[config.mk]
export PLATFORM = sky130hd
export DESIGN_NAME = vbt_core
export DESIGN_NICKNAME = d
export VERILOG_FILES = /design/src/vbt_pkg.sv /design/src/vbt_core.sv /design/src/vbt_tenure_timer.sv
export VERILOG_INCLUDE_DIRS = /design/src
export SDC_FILE = /design/constraint.sdc
export NUM_CORES = 1
export LEC_CHECK = 0
export BUFFER_PORTS_ARGS = -buffer_cell sky130_fd_sc_hd__buf_4
export CAP_MARGIN = 20
export CORE_ASPECT_RATIO = 0.75
export CORE_MARGIN = 3
export CORE_UTILIZATION = 63
export CTS_CLUSTER_DIAMETER = 150
export DETAILED_ROUTE_END_ITERATION = 12
export GPL_TIMING_DRIVEN = 0
export PLACE_DENSITY_LB_ADDON = 0.1
export SLEW_MARGIN = 20
export SYNTH_ARGS = -nofsm -noshare
export SYNTH_HDL_FRONTEND = slang
export SYNTH_SLANG_ARGS = --single-unit
[constraint.sdc]
create_clock -name clk_sys -period 4.82 [get_ports clk_sys]
set_clock_uncertainty 0.05 [all_clocks]
set_input_delay 1.446 -clock clk_sys [delete_from_list [all_inputs] [get_ports clk_sys]]
set_output_delay 1.446 -clock clk_sys [all_outputs]
set_load 0.03 [all_outputs]
[src/vbt_regs.svh]
// Operation
// - bit 15 selects burst count or time mode
// - count zero holds bus until done
// - counts 1-32: 16 us, done, or request
// - counts 33-64: 16 us or done, ignore requests
// - counts 65-128: 32 us or done
// - counts 129-255: 64 us or done
// - hold code sets tenure, 7 means until done
// - off code sets wait before requesting again
// - fair mode waits for request line negation
// - unfair mode requests at once when needed
// - normal completion uses stored vector and level
// - errors use error vector and level
// - error level zero: no interrupt, still logged
// - channel 0 id from jumpers or field
// - extended mode takes channel 0 id from upper byte
// - channel 1 id from card jumpers or field
`ifndef VBT_REGS_SVH
`define VBT_REGS_SVH

// word indexes inside the controller_init_block
`define VBT_IDX_BURST        5'h01
`define VBT_IDX_NORMAL_IRQ   5'h02
`define VBT_IDX_ERROR_IRQ    5'h03
`define VBT_IDX_CH0_ID       5'h04
`define VBT_IDX_CH1_ID       5'h05

`define VBT_RST_WORD         16'h0000

// dma_burst_config fields
`define VBT_BURST_MODE_BIT   15
`define VBT_FAIR_BIT         14
`define VBT_HOLD_LSB         0
`define VBT_OFF_LSB          4
`define VBT_HOLD_FOREVER     3'h7

// burst count range limits
`define VBT_BURST_R1_MAX     8'h20
`define VBT_BURST_R2_MAX     8'h40
`define VBT_BURST_R3_MAX     8'h80

// level/vector word fields
`define VBT_VEC_LSB          0
`define VBT_LVL_LSB          8

// bus id word fields
`define VBT_ID_DEFAULT_BIT   3
`define VBT_ID_EXT_BIT       4
`define VBT_ID_EXT_LSB       8

// timing
`define VBT_CLK_PERIOD_NS    10
`define VBT_US_NS            1000
`define VBT_US_CYCLES        (`VBT_US_NS / `VBT_CLK_PERIOD_NS)
`define VBT_TENURE_16_US     11'h010
`define VBT_TENURE_32_US     11'h020
`define VBT_TENURE_64_US     11'h040
`define VBT_OFF_BASE_US      11'h008

`endif

[src/vbt_pkg.sv]
package vbt_pkg;

  typedef logic [15:0] vbt_word_t;
  typedef logic [10:0] vbt_us_t;

  typedef enum logic [2:0] {
    VBT_IDLE,
    VBT_WAIT_FAIR,
    VBT_REQUEST,
    VBT_OWN,
    VBT_DRAIN,
    VBT_BACKOFF
  } vbt_state_t;

endpackage

[src/vbt_core.sv]
`timescale 1ns/10ps
`default_nettype none
`include "vbt_regs.svh"

module vbt_core
  import vbt_pkg::*;
(
  input  wire logic       clk_sys,
  input  wire logic       srst,
  input  wire logic       cfg_wr_en,
  input  wire logic       cfg_rd_en,
  input  wire logic [4:0] cfg_index,
  input  wire vbt_word_t  cfg_wdata,
  output vbt_word_t       cfg_rdata,
  output logic            cfg_rd_valid,
  input  wire logic       dma_need,
  input  wire logic       dma_cycle_busy,
  output logic            dma_go,
  input  wire logic       vme_br_in,
  input  wire logic       vme_bg_in,
  output logic            vme_br_out,
  output logic            vme_bbsy_out,
  input  wire logic       ev_done_ok,
  input  wire logic       ev_ctrl_err,
  input  wire logic       irq_ack,
  output logic            irq_req,
  output logic [2:0]      irq_level,
  output logic [7:0]      irq_vector,
  output logic            err_logged,
  input  wire logic [3:0] jumper_id0,
  input  wire logic [2:0] jumper_id1,
  output logic [3:0]      scsi_id0,
  output logic [2:0]      scsi_id1
);

  function automatic vbt_us_t hold_us(input logic [2:0] code);
    hold_us = (code == `VBT_HOLD_FOREVER) ? 11'h000 : (`VBT_TENURE_16_US << code);
  endfunction

  function automatic vbt_us_t off_us(input logic [2:0] code);
    off_us = (code == 3'h0) ? 11'h000 : (`VBT_OFF_BASE_US << code);
  endfunction

  function automatic vbt_us_t burst_us(input logic [7:0] cnt);
    if (cnt == 8'h00) begin
      burst_us = 11'h000;
    end else if (cnt <= `VBT_BURST_R2_MAX) begin
      burst_us = `VBT_TENURE_16_US;
    end else if (cnt <= `VBT_BURST_R3_MAX) begin
      burst_us = `VBT_TENURE_32_US;
    end else begin
      burst_us = `VBT_TENURE_64_US;
    end
  endfunction

  // configuration words, stored exactly as written
  vbt_word_t burst_cfg_reg;
  vbt_word_t normal_irq_reg;
  vbt_word_t error_irq_reg;
  vbt_word_t ch0_id_reg;
  vbt_word_t ch1_id_reg;

  wire wr_burst  = cfg_wr_en && (cfg_index == `VBT_IDX_BURST);
  wire wr_normal = cfg_wr_en && (cfg_index == `VBT_IDX_NORMAL_IRQ);
  wire wr_error  = cfg_wr_en && (cfg_index == `VBT_IDX_ERROR_IRQ);
  wire wr_ch0    = cfg_wr_en && (cfg_index == `VBT_IDX_CH0_ID);
  wire wr_ch1    = cfg_wr_en && (cfg_index == `VBT_IDX_CH1_ID);

  always_ff @(posedge clk_sys) begin
    if (srst) begin
      burst_cfg_reg  <= `VBT_RST_WORD;
      normal_irq_reg <= `VBT_RST_WORD;
      error_irq_reg  <= `VBT_RST_WORD;
      ch0_id_reg     <= `VBT_RST_WORD;
      ch1_id_reg     <= `VBT_RST_WORD;
    end else begin
      if (wr_burst)  burst_cfg_reg  <= cfg_wdata;
      if (wr_normal) normal_irq_reg <= cfg_wdata;
      if (wr_error)  error_irq_reg  <= cfg_wdata;
      if (wr_ch0)    ch0_id_reg     <= cfg_wdata;
      if (wr_ch1)    ch1_id_reg     <= cfg_wdata;
    end
  end

  wire vbt_word_t rd_sel =
    (cfg_index == `VBT_IDX_BURST)      ? burst_cfg_reg  :
    (cfg_index == `VBT_IDX_NORMAL_IRQ) ? normal_irq_reg :
    (cfg_index == `VBT_IDX_ERROR_IRQ)  ? error_irq_reg  :
    (cfg_index == `VBT_IDX_CH0_ID)     ? ch0_id_reg     :
    (cfg_index == `VBT_IDX_CH1_ID)     ? ch1_id_reg     : 16'h0000;

  always_ff @(posedge clk_sys) begin
    if (srst) begin
      cfg_rdata    <= 16'h0000;
      cfg_rd_valid <= 1'b0;
    end else begin
      cfg_rd_valid <= cfg_rd_en;
      if (cfg_rd_en) cfg_rdata <= rd_sel;
    end
  end

  // tenure mode decode
  wire       time_mode  = burst_cfg_reg[`VBT_BURST_MODE_BIT];
  wire [7:0] burst_cnt  = burst_cfg_reg[7:0];
  wire [2:0] hold_code  = burst_cfg_reg[`VBT_HOLD_LSB +: 3];
  wire [2:0] off_code   = burst_cfg_reg[`VBT_OFF_LSB +: 3];
  wire       fair_en    = time_mode && burst_cfg_reg[`VBT_FAIR_BIT];
  wire       yield_req  = !time_mode && (burst_cnt != 8'h00)
                          && (burst_cnt <= `VBT_BURST_R1_MAX);
  wire vbt_us_t on_limit  = time_mode ? hold_us(hold_code) : burst_us(burst_cnt);
  wire vbt_us_t off_limit = time_mode ? off_us(off_code) : 11'h000;

  vbt_state_t state_reg;
  vbt_state_t state_next;
  logic       timer_start;
  vbt_us_t    timer_limit;
  logic       timer_expired;

  vbt_tenure_timer u_timer (
    .clk_sys  (clk_sys),
    .srst     (srst),
    .start    (timer_start),
    .limit_us (timer_limit),
    .expired  (timer_expired)
  );

  // release on no data, on limit, or on another request in the lowest range
  wire release_cond = !dma_need || timer_expired
                      || (yield_req && vme_br_in);
  wire after_release_off = (off_limit != 11'h000);

  always_comb begin
    state_next  = state_reg;
    timer_start = 1'b0;
    timer_limit = on_limit;
    unique case (state_reg)
      VBT_IDLE: begin
        if (dma_need) begin
          if (fair_en && vme_br_in) begin
            state_next = VBT_WAIT_FAIR;
          end else begin
            state_next = VBT_REQUEST;
          end
        end
      end
      VBT_WAIT_FAIR: begin
        if (!vme_br_in) state_next = VBT_REQUEST;
      end
      VBT_REQUEST: begin
        if (vme_bg_in) begin
          state_next  = VBT_OWN;
          timer_start = 1'b1;
        end
      end
      VBT_OWN: begin
        if (release_cond) begin
          if (dma_cycle_busy) begin
            state_next = VBT_DRAIN;
          end else if (after_release_off) begin
            state_next  = VBT_BACKOFF;
            timer_start = 1'b1;
            timer_limit = off_limit;
          end else begin
            state_next = VBT_IDLE;
          end
        end
      end
      VBT_DRAIN: begin
        if (!dma_cycle_busy) begin
          if (after_release_off) begin
            state_next  = VBT_BACKOFF;
            timer_start = 1'b1;
            timer_limit = off_limit;
          end else begin
            state_next = VBT_IDLE;
          end
        end
      end
      VBT_BACKOFF: begin
        if (timer_expired) state_next = VBT_IDLE;
      end
      default: begin
        state_next = VBT_IDLE;
      end
    endcase
  end

  always_ff @(posedge clk_sys) begin
    if (srst) begin
      state_reg    <= VBT_IDLE;
      vme_br_out   <= 1'b0;
      vme_bbsy_out <= 1'b0;
      dma_go       <= 1'b0;
    end else begin
      state_reg    <= state_next;
      vme_br_out   <= (state_next == VBT_REQUEST);
      vme_bbsy_out <= (state_next == VBT_OWN) || (state_next == VBT_DRAIN);
      // the expiry flag is stale until the grant restarts the timer
      dma_go       <= (state_next == VBT_OWN) && dma_need && !(yield_req && vme_br_in);
    end
  end

  // completion interrupts; a new event wins over an acknowledge
  wire [2:0] err_level = error_irq_reg[`VBT_LVL_LSB +: 3];
  wire       err_irq   = ev_ctrl_err && (err_level != 3'h0);

  always_ff @(posedge clk_sys) begin
    if (srst) begin
      irq_req    <= 1'b0;
      irq_level  <= 3'h0;
      irq_vector <= 8'h00;
      err_logged <= 1'b0;
    end else begin
      err_logged <= ev_ctrl_err;
      if (err_irq) begin
        irq_req    <= 1'b1;
        irq_level  <= err_level;
        irq_vector <= error_irq_reg[`VBT_VEC_LSB +: 8];
      end else if (ev_done_ok) begin
        irq_req    <= 1'b1;
        irq_level  <= normal_irq_reg[`VBT_LVL_LSB +: 3];
        irq_vector <= normal_irq_reg[`VBT_VEC_LSB +: 8];
      end else if (irq_ack) begin
        irq_req    <= 1'b0;
      end
    end
  end

  // bus id selection
  wire [3:0] id0_sel =
    ch0_id_reg[`VBT_ID_DEFAULT_BIT] ? jumper_id0 :
    ch0_id_reg[`VBT_ID_EXT_BIT]     ? ch0_id_reg[`VBT_ID_EXT_LSB +: 4] :
                                      {1'b0, ch0_id_reg[2:0]};
  wire [2:0] id1_sel =
    ch1_id_reg[`VBT_ID_DEFAULT_BIT] ? jumper_id1 : ch1_id_reg[2:0];

  always_ff @(posedge clk_sys) begin
    if (srst) begin
      scsi_id0 <= 4'h0;
      scsi_id1 <= 3'h0;
    end else begin
      scsi_id0 <= id0_sel;
      scsi_id1 <= id1_sel;
    end
  end
endmodule // vbt_core

`default_nettype wire

[src/vbt_tenure_timer.sv]
`timescale 1ns/10ps
`default_nettype none
`include "vbt_regs.svh"

module vbt_tenure_timer
  import vbt_pkg::*;
(
  input  wire logic    clk_sys,
  input  wire logic    srst,
  input  wire logic    start,
  input  wire vbt_us_t limit_us,
  output logic         expired
);

  logic [6:0] div_reg;
  vbt_us_t    us_reg;
  vbt_us_t    limit_reg;
  wire        tick    = (div_reg == 7'(`VBT_US_CYCLES - 1));
  wire        us_full = (us_reg == 11'h7FF);

  // microsecond enable restarts with each tenure so the first tick is a full us
  always_ff @(posedge clk_sys) begin
    if (srst || start) begin
      div_reg <= 7'h00;
    end else begin
      div_reg <= tick ? 7'h00 : div_reg + 7'h01;
    end
  end

  always_ff @(posedge clk_sys) begin
    if (srst) begin
      us_reg    <= 11'h000;
      limit_reg <= 11'h000;
    end else if (start) begin
      us_reg    <= 11'h000;
      limit_reg <= limit_us;
    end else if (tick && !us_full) begin
      us_reg    <= us_reg + 11'h001;
    end
  end

  // a zero limit never expires
  always_ff @(posedge clk_sys) begin
    if (srst || start) begin
      expired <= 1'b0;
    end else begin
      expired <= (limit_reg != 11'h000) && (us_reg >= limit_reg);
    end
  end

endmodule // vbt_tenure_timer

`default_nettype wire

After elaboration in Yosys (flattened, before gate mapping)
Cells that the tools add are included.
- multiplexer cells: 41
- magnitude comparators: 4
- $add $sub $neg: 2
- reductions and logical operators: 34
- eq/ne operators: 16
- shifts and indexed selects: 2
- operator list (operator ; count):
    16-bit two-way mux ; 5
    11-bit two-way mux ; 7
    3-bit two-way mux ; 11
    11-bit case mux with 2 select lines ; 1
    11-bit nonzero test ; 2
    7-bit two-way mux ; 3
    3-bit case mux with 6 select lines ; 1
    8-bit two-way mux ; 2
    1-bit logical AND ; 15
    3-bit by 2-bit == test with 1-bit output (second input constant) ; 4
    3-bit == test (second input constant) ; 4
    11-bit by 1-bit adder with 11-bit output (second input constant) ; 1
    11-bit == test (second input constant) ; 1
    11-bit >= comparator ; 1
    4-bit by 3-bit left shift with 11-bit output (first input constant) ; 1
    5-bit by 3-bit left shift with 11-bit output (first input constant) ; 1
    5-bit by 2-bit == test with 1-bit output (second input constant) ; 2
    5-bit by 3-bit == test with 1-bit output (second input constant) ; 2
    8-bit by 6-bit less-or-equal comparator with 1-bit output (second input constant) ; 1
    8-bit by 7-bit less-or-equal comparator with 1-bit output (second input constant) ; 1
    8-bit less-or-equal comparator (second input constant) ; 1
    8-bit zero test ; 1
    4-bit two-way mux ; 2
    8-bit nonzero test ; 1
    other kinds (13) ; 28
- input bits: 39
- register bits: 153
- output and inout port bits: 40
- word-level logic and storage cells: 120

Logic depth before layout (Yosys ltp)
- word-level depth: 11
- mapped depth: 8

By module
A second synthesis with hierarchy kept.
- cell total of the unflattened synthesis: 831
- area, all modules: 7183.1 sq um
- by module, submodules not included (module ; area each (sq um) ; cells each ; instances):
    vbt_core ; 5634.2 ; 659 ; 1
    vbt_tenure_timer ; 1549.0 ; 172 ; 1

Least setup slack after synthesis
No wires, ideal clock.
- path type: input to register
- start: input cfg_index[4]
- end: register error_irq_reg[10]
- stages: 7
- data arrival time: 2.892 ns
- required time: 4.638 ns
- slack: 1.745 ns
- path through: or4b_1 > buf_2 > or2_2 > clkbuf_1 > clkbuf_1 > nand2_1 > a21oi_1
- word-level cells in the longest chain between the ends: 2
- RTL lines (what ; line ; text):
    start: declaration ; vbt_core.sv:12 ; input wire logic [4:0] cfg_index,
    5-bit by 2-bit == test with 1-bit output (no source line) ; - ;
    1-bit logical AND ; vbt_core.sv:65 ; wire wr_error = cfg_wr_en && (cfg_index == `VBT_IDX_ERROR_IRQ);
    end signal: assignment ; vbt_core.sv:73 ; error_irq_reg <= `VBT_RST_WORD;
    end signal: assignment ; vbt_core.sv:79 ; if (wr_error) error_irq_reg <= cfg_wdata;
    end: declaration ; vbt_core.sv:59 ; vbt_word_t error_irq_reg;
Every way passes these cells.
A chain may end at the register's enable or synchronous reset.

Worst setup path in the final report
- start: input cfg_index[4]
- end: register ch1_id_reg[14]
- word-level cells in the longest chain between the ends: 2
- RTL lines (what ; line ; text):
    5-bit by 3-bit == test with 1-bit output (no source line) ; - ;
    1-bit logical AND ; vbt_core.sv:67 ; wire wr_ch1 = cfg_wr_en && (cfg_index == `VBT_IDX_CH1_ID);
    end signal: assignment ; vbt_core.sv:75 ; ch1_id_reg <= `VBT_RST_WORD;
    end signal: assignment ; vbt_core.sv:81 ; if (wr_ch1) ch1_id_reg <= cfg_wdata;
    end: declaration ; vbt_core.sv:61 ; vbt_word_t ch1_id_reg;
Every way passes these cells.

==> results.yml <==
run_status:
  outcome: "finished clean"
synthesis:
  synth-main-ff-cell: "dfxtp_1"
  synth.distinct_cells: 64
  synthArstFlopShare_pct: 0
  synth-edff-count: 0
  yosysSeqAreaShare_pct: 44.1
  synth_warnings: 0
  syn_avg_cell_area_um2: 8.20
  synth_nets: 875
  netlist_area_um2: 6770
  synthCells: 826
  ys_ff_latch: 149
timing:
  setup_viol: 0
  fmaxAchievable_mhz: 305
  hold_violations: 0
  maxSlewViolCount: 0
  worst_pin_slew_ns: 0.898
  rsz0062_at_grt: "no"
  maxSlewHeadroom_pct: 40.1
  finalCritPeriodShare_pct: 67.9
  setup_tns_ns: 0
  layout_min_cycle_time_ns: 3.27
cts:
  clock_latency_ns: 0.42
  cts_buffer_depth: 2
  cts-resized-gates: 0
  clkTransAtPathRegs_ns: 0.06
  cts_hold_buf: 0
  cts_max_level: 4
  cts_setup_buffers: 0
  cts_tree: "built"
  root_buffer: "clkbuf_16"
  numCtsBuffers: 17
  cts_sinks: 149
floorplan:
  coreArea_um2: 10400
  dieArea_um2: 12000
  io_pins: 79
  start_util_pct: 65.3
  die_w_um: 126
  rows: 32
  die_h_um: 95.8
power_and_ir_drop:
  p_clk_share_pct: 47.7
  p_switching_mw: 0.691
  power_frac_seq_pct: 44.0
  cellPowerDensity_nw_per_um2: 355
  finalPower_mw: 2.89
  p_leak_nw: 3.06
  combPwrFrac_pct: 8.3
  cell_internal_pwr_mw: 2.20
  switching_share_pct: 23.9
  ir_drop_mv: 0.292
cells_and_area:
  syn2layout_area_growth_pct: 20.1
  final_common_cell: "nand2_1"
  layout_common_cells: "nand2_1, dfxtp_1, a21oi_1"
  num_antenna_cells: 0
  final_nets: 971
  drive_gt1_share_pct: 15.2
min_path:
  hold_path_class: "flop to flop"
critical_path:
  path_cells: "buf_4 > nor3_1 > nand2_1 > nor2_1 > clkbuf_1 > nand2_1 > a21oi_1"
  cp.required_ns: 5.10
  cp_top_family: "simple AND/OR/NAND/NOR gates"
  setup.worst_path.start_class: "primary input"
  timing.critical_path.buf_inv: 2
  path_class: "primary input to flop"
  path_common_cell: "nand2_1"
  critPathMaxFanout: 10
  crit_arrival_ns: 3.56
  critPathSlowestCell: "nor2_1"
  end_kind: "flop"
  slowest_delay_ns: 0.50
global_routing:
  grt.total_usage_pct: 31.8
  grt_overflow: 0
  grt_pass1_vias: 5934
  antenna_found_initial: 0
  grt_pass1_wl_mm: 30.3
  grt_max_degree: 17
placement:
  routabilityCongestion: 0.928
  dp_hpwl_mm: 13.8
  portBuffers: 77
detailed_routing:
  first_iter_violations: 704
  wirelength_mm: 19.3
  wl_per_cell_um: 18.0
  first_pass_iters: 5
  vias: 6431
  vias_per_cell: 6.01
  drc: 0
  ant_nets: 0
flow_run:
  drv_cap: 0
[routing by layer]
layer,share of wire (%),track usage [%],vias to the layer above
met5,0,0,-
met4,1.4,10.0,0
met3,11,7.54,35
met2,43,48.9,358
met1,44,44.7,2996
li1,-,-,3042
[power by group through the flow]
stage                     registers, mW  logic, mW  clock network [mW]
final                              1.27      0.241                1.38
after CTS                          1.27      0.235                1.38
after global routing               1.27      0.256                1.43
after detailed placement           1.30      0.234                   0
after floorplan                    1.32      0.116                   0
after global placement             1.30      0.227                   0
[per-stage QoR]
stage	cell area (µm²)	hold slack, ns	instances	utilization (%)	worst slack, ns
2_1_floorplan	6770	0.363	826	-	1.75
3_3_place_gp	7520	0.374	1039	72.5	1.33
4_1_cts	8130	0.395	1070	78.4	1.66
6_report	8130	0.395	1070	78.4	1.55
3_5_place_dp	7520	0.386	1039	72.5	1.29
5_1_grt	8130	0.424	1070	78.4	1.42
[cell usage after synthesis, types with 3 or more instances]
cell | n | area, µm²
clkbuf_1 | 39 | 146
nand2_1 | 177 | 664
o21ai_0 | 29 | 145
and2_1 | 4 | 25.0
nand4b_1 | 4 | 35.0
nor3b_2 | 3 | 37.5
a21oi_1 | 108 | 541
xor2_1 | 9 | 78.8
a221oi_2 | 3 | 45.0
nand4_1 | 8 | 50.1
o211ai_1 | 20 | 150
and3_1 | 4 | 25.0
dfxtp_1 | 149 | 2980
nand2b_1 | 5 | 31.3
buf_2 | 10 | 50.1
nand3_1 | 8 | 40.0
inv_1 | 17 | 63.8
ha_1 | 10 | 125
a211oi_1 | 16 | 120
buf_1 | 3 | 11.3
mux2i_1 | 52 | 521
nor3b_1 | 3 | 22.5
xnor2_1 | 5 | 43.8
nor2b_1 | 4 | 25.0
nor2_1 | 90 | 338
nor3_1 | 3 | 15.0
[final cells by class]
| cell class | instances | area, µm² |
|---|---|---|
| clock inverters | 11 | 149 |
| repair buffers | 77 | 578 |
| fillers | 717 | 2240 |
| inverters | 17 | 63.8 |
| well taps | 136 | 170 |
| plain buffers | 54 | 226 |
| flip-flops and latches | 149 | 2980 |
| clock buffers | 20 | 467 |
| multi-input cells | 606 | 3500 |
[path summary, 6_finish.rpt]
| kind | slack [ns] | startpoint | end | cells past startpoint |
|---|---|---|---|---|
| max | 1.55 | cfg_index[4] | ch1_id_reg[14] | 7 |
| min | 0.40 | u_timer.div_reg[0] | u_timer.div_reg[0] | 1 |
| max reg2reg | 2.45 | u_timer.div_reg[0] | u_timer.us_reg[6] | 7 |
| min reg2reg | 0.40 | u_timer.div_reg[0] | u_timer.div_reg[0] | 1 |
[logic make-up after synthesis]
kind of cell               count (synthesis)  share of synthesized area [%]
muxes                                     52                           7.69
buffers and inverters                     71                           4.29
xor gates and xnor gates                  14                           1.81
and+or+nand+nor                          332                           22.0
adders and majority gates                 10                           1.85
AOI/OAI and AO/OA                        198                           18.3
DFF                                      149                           44.1
Power figures use the tool's default switching activity.
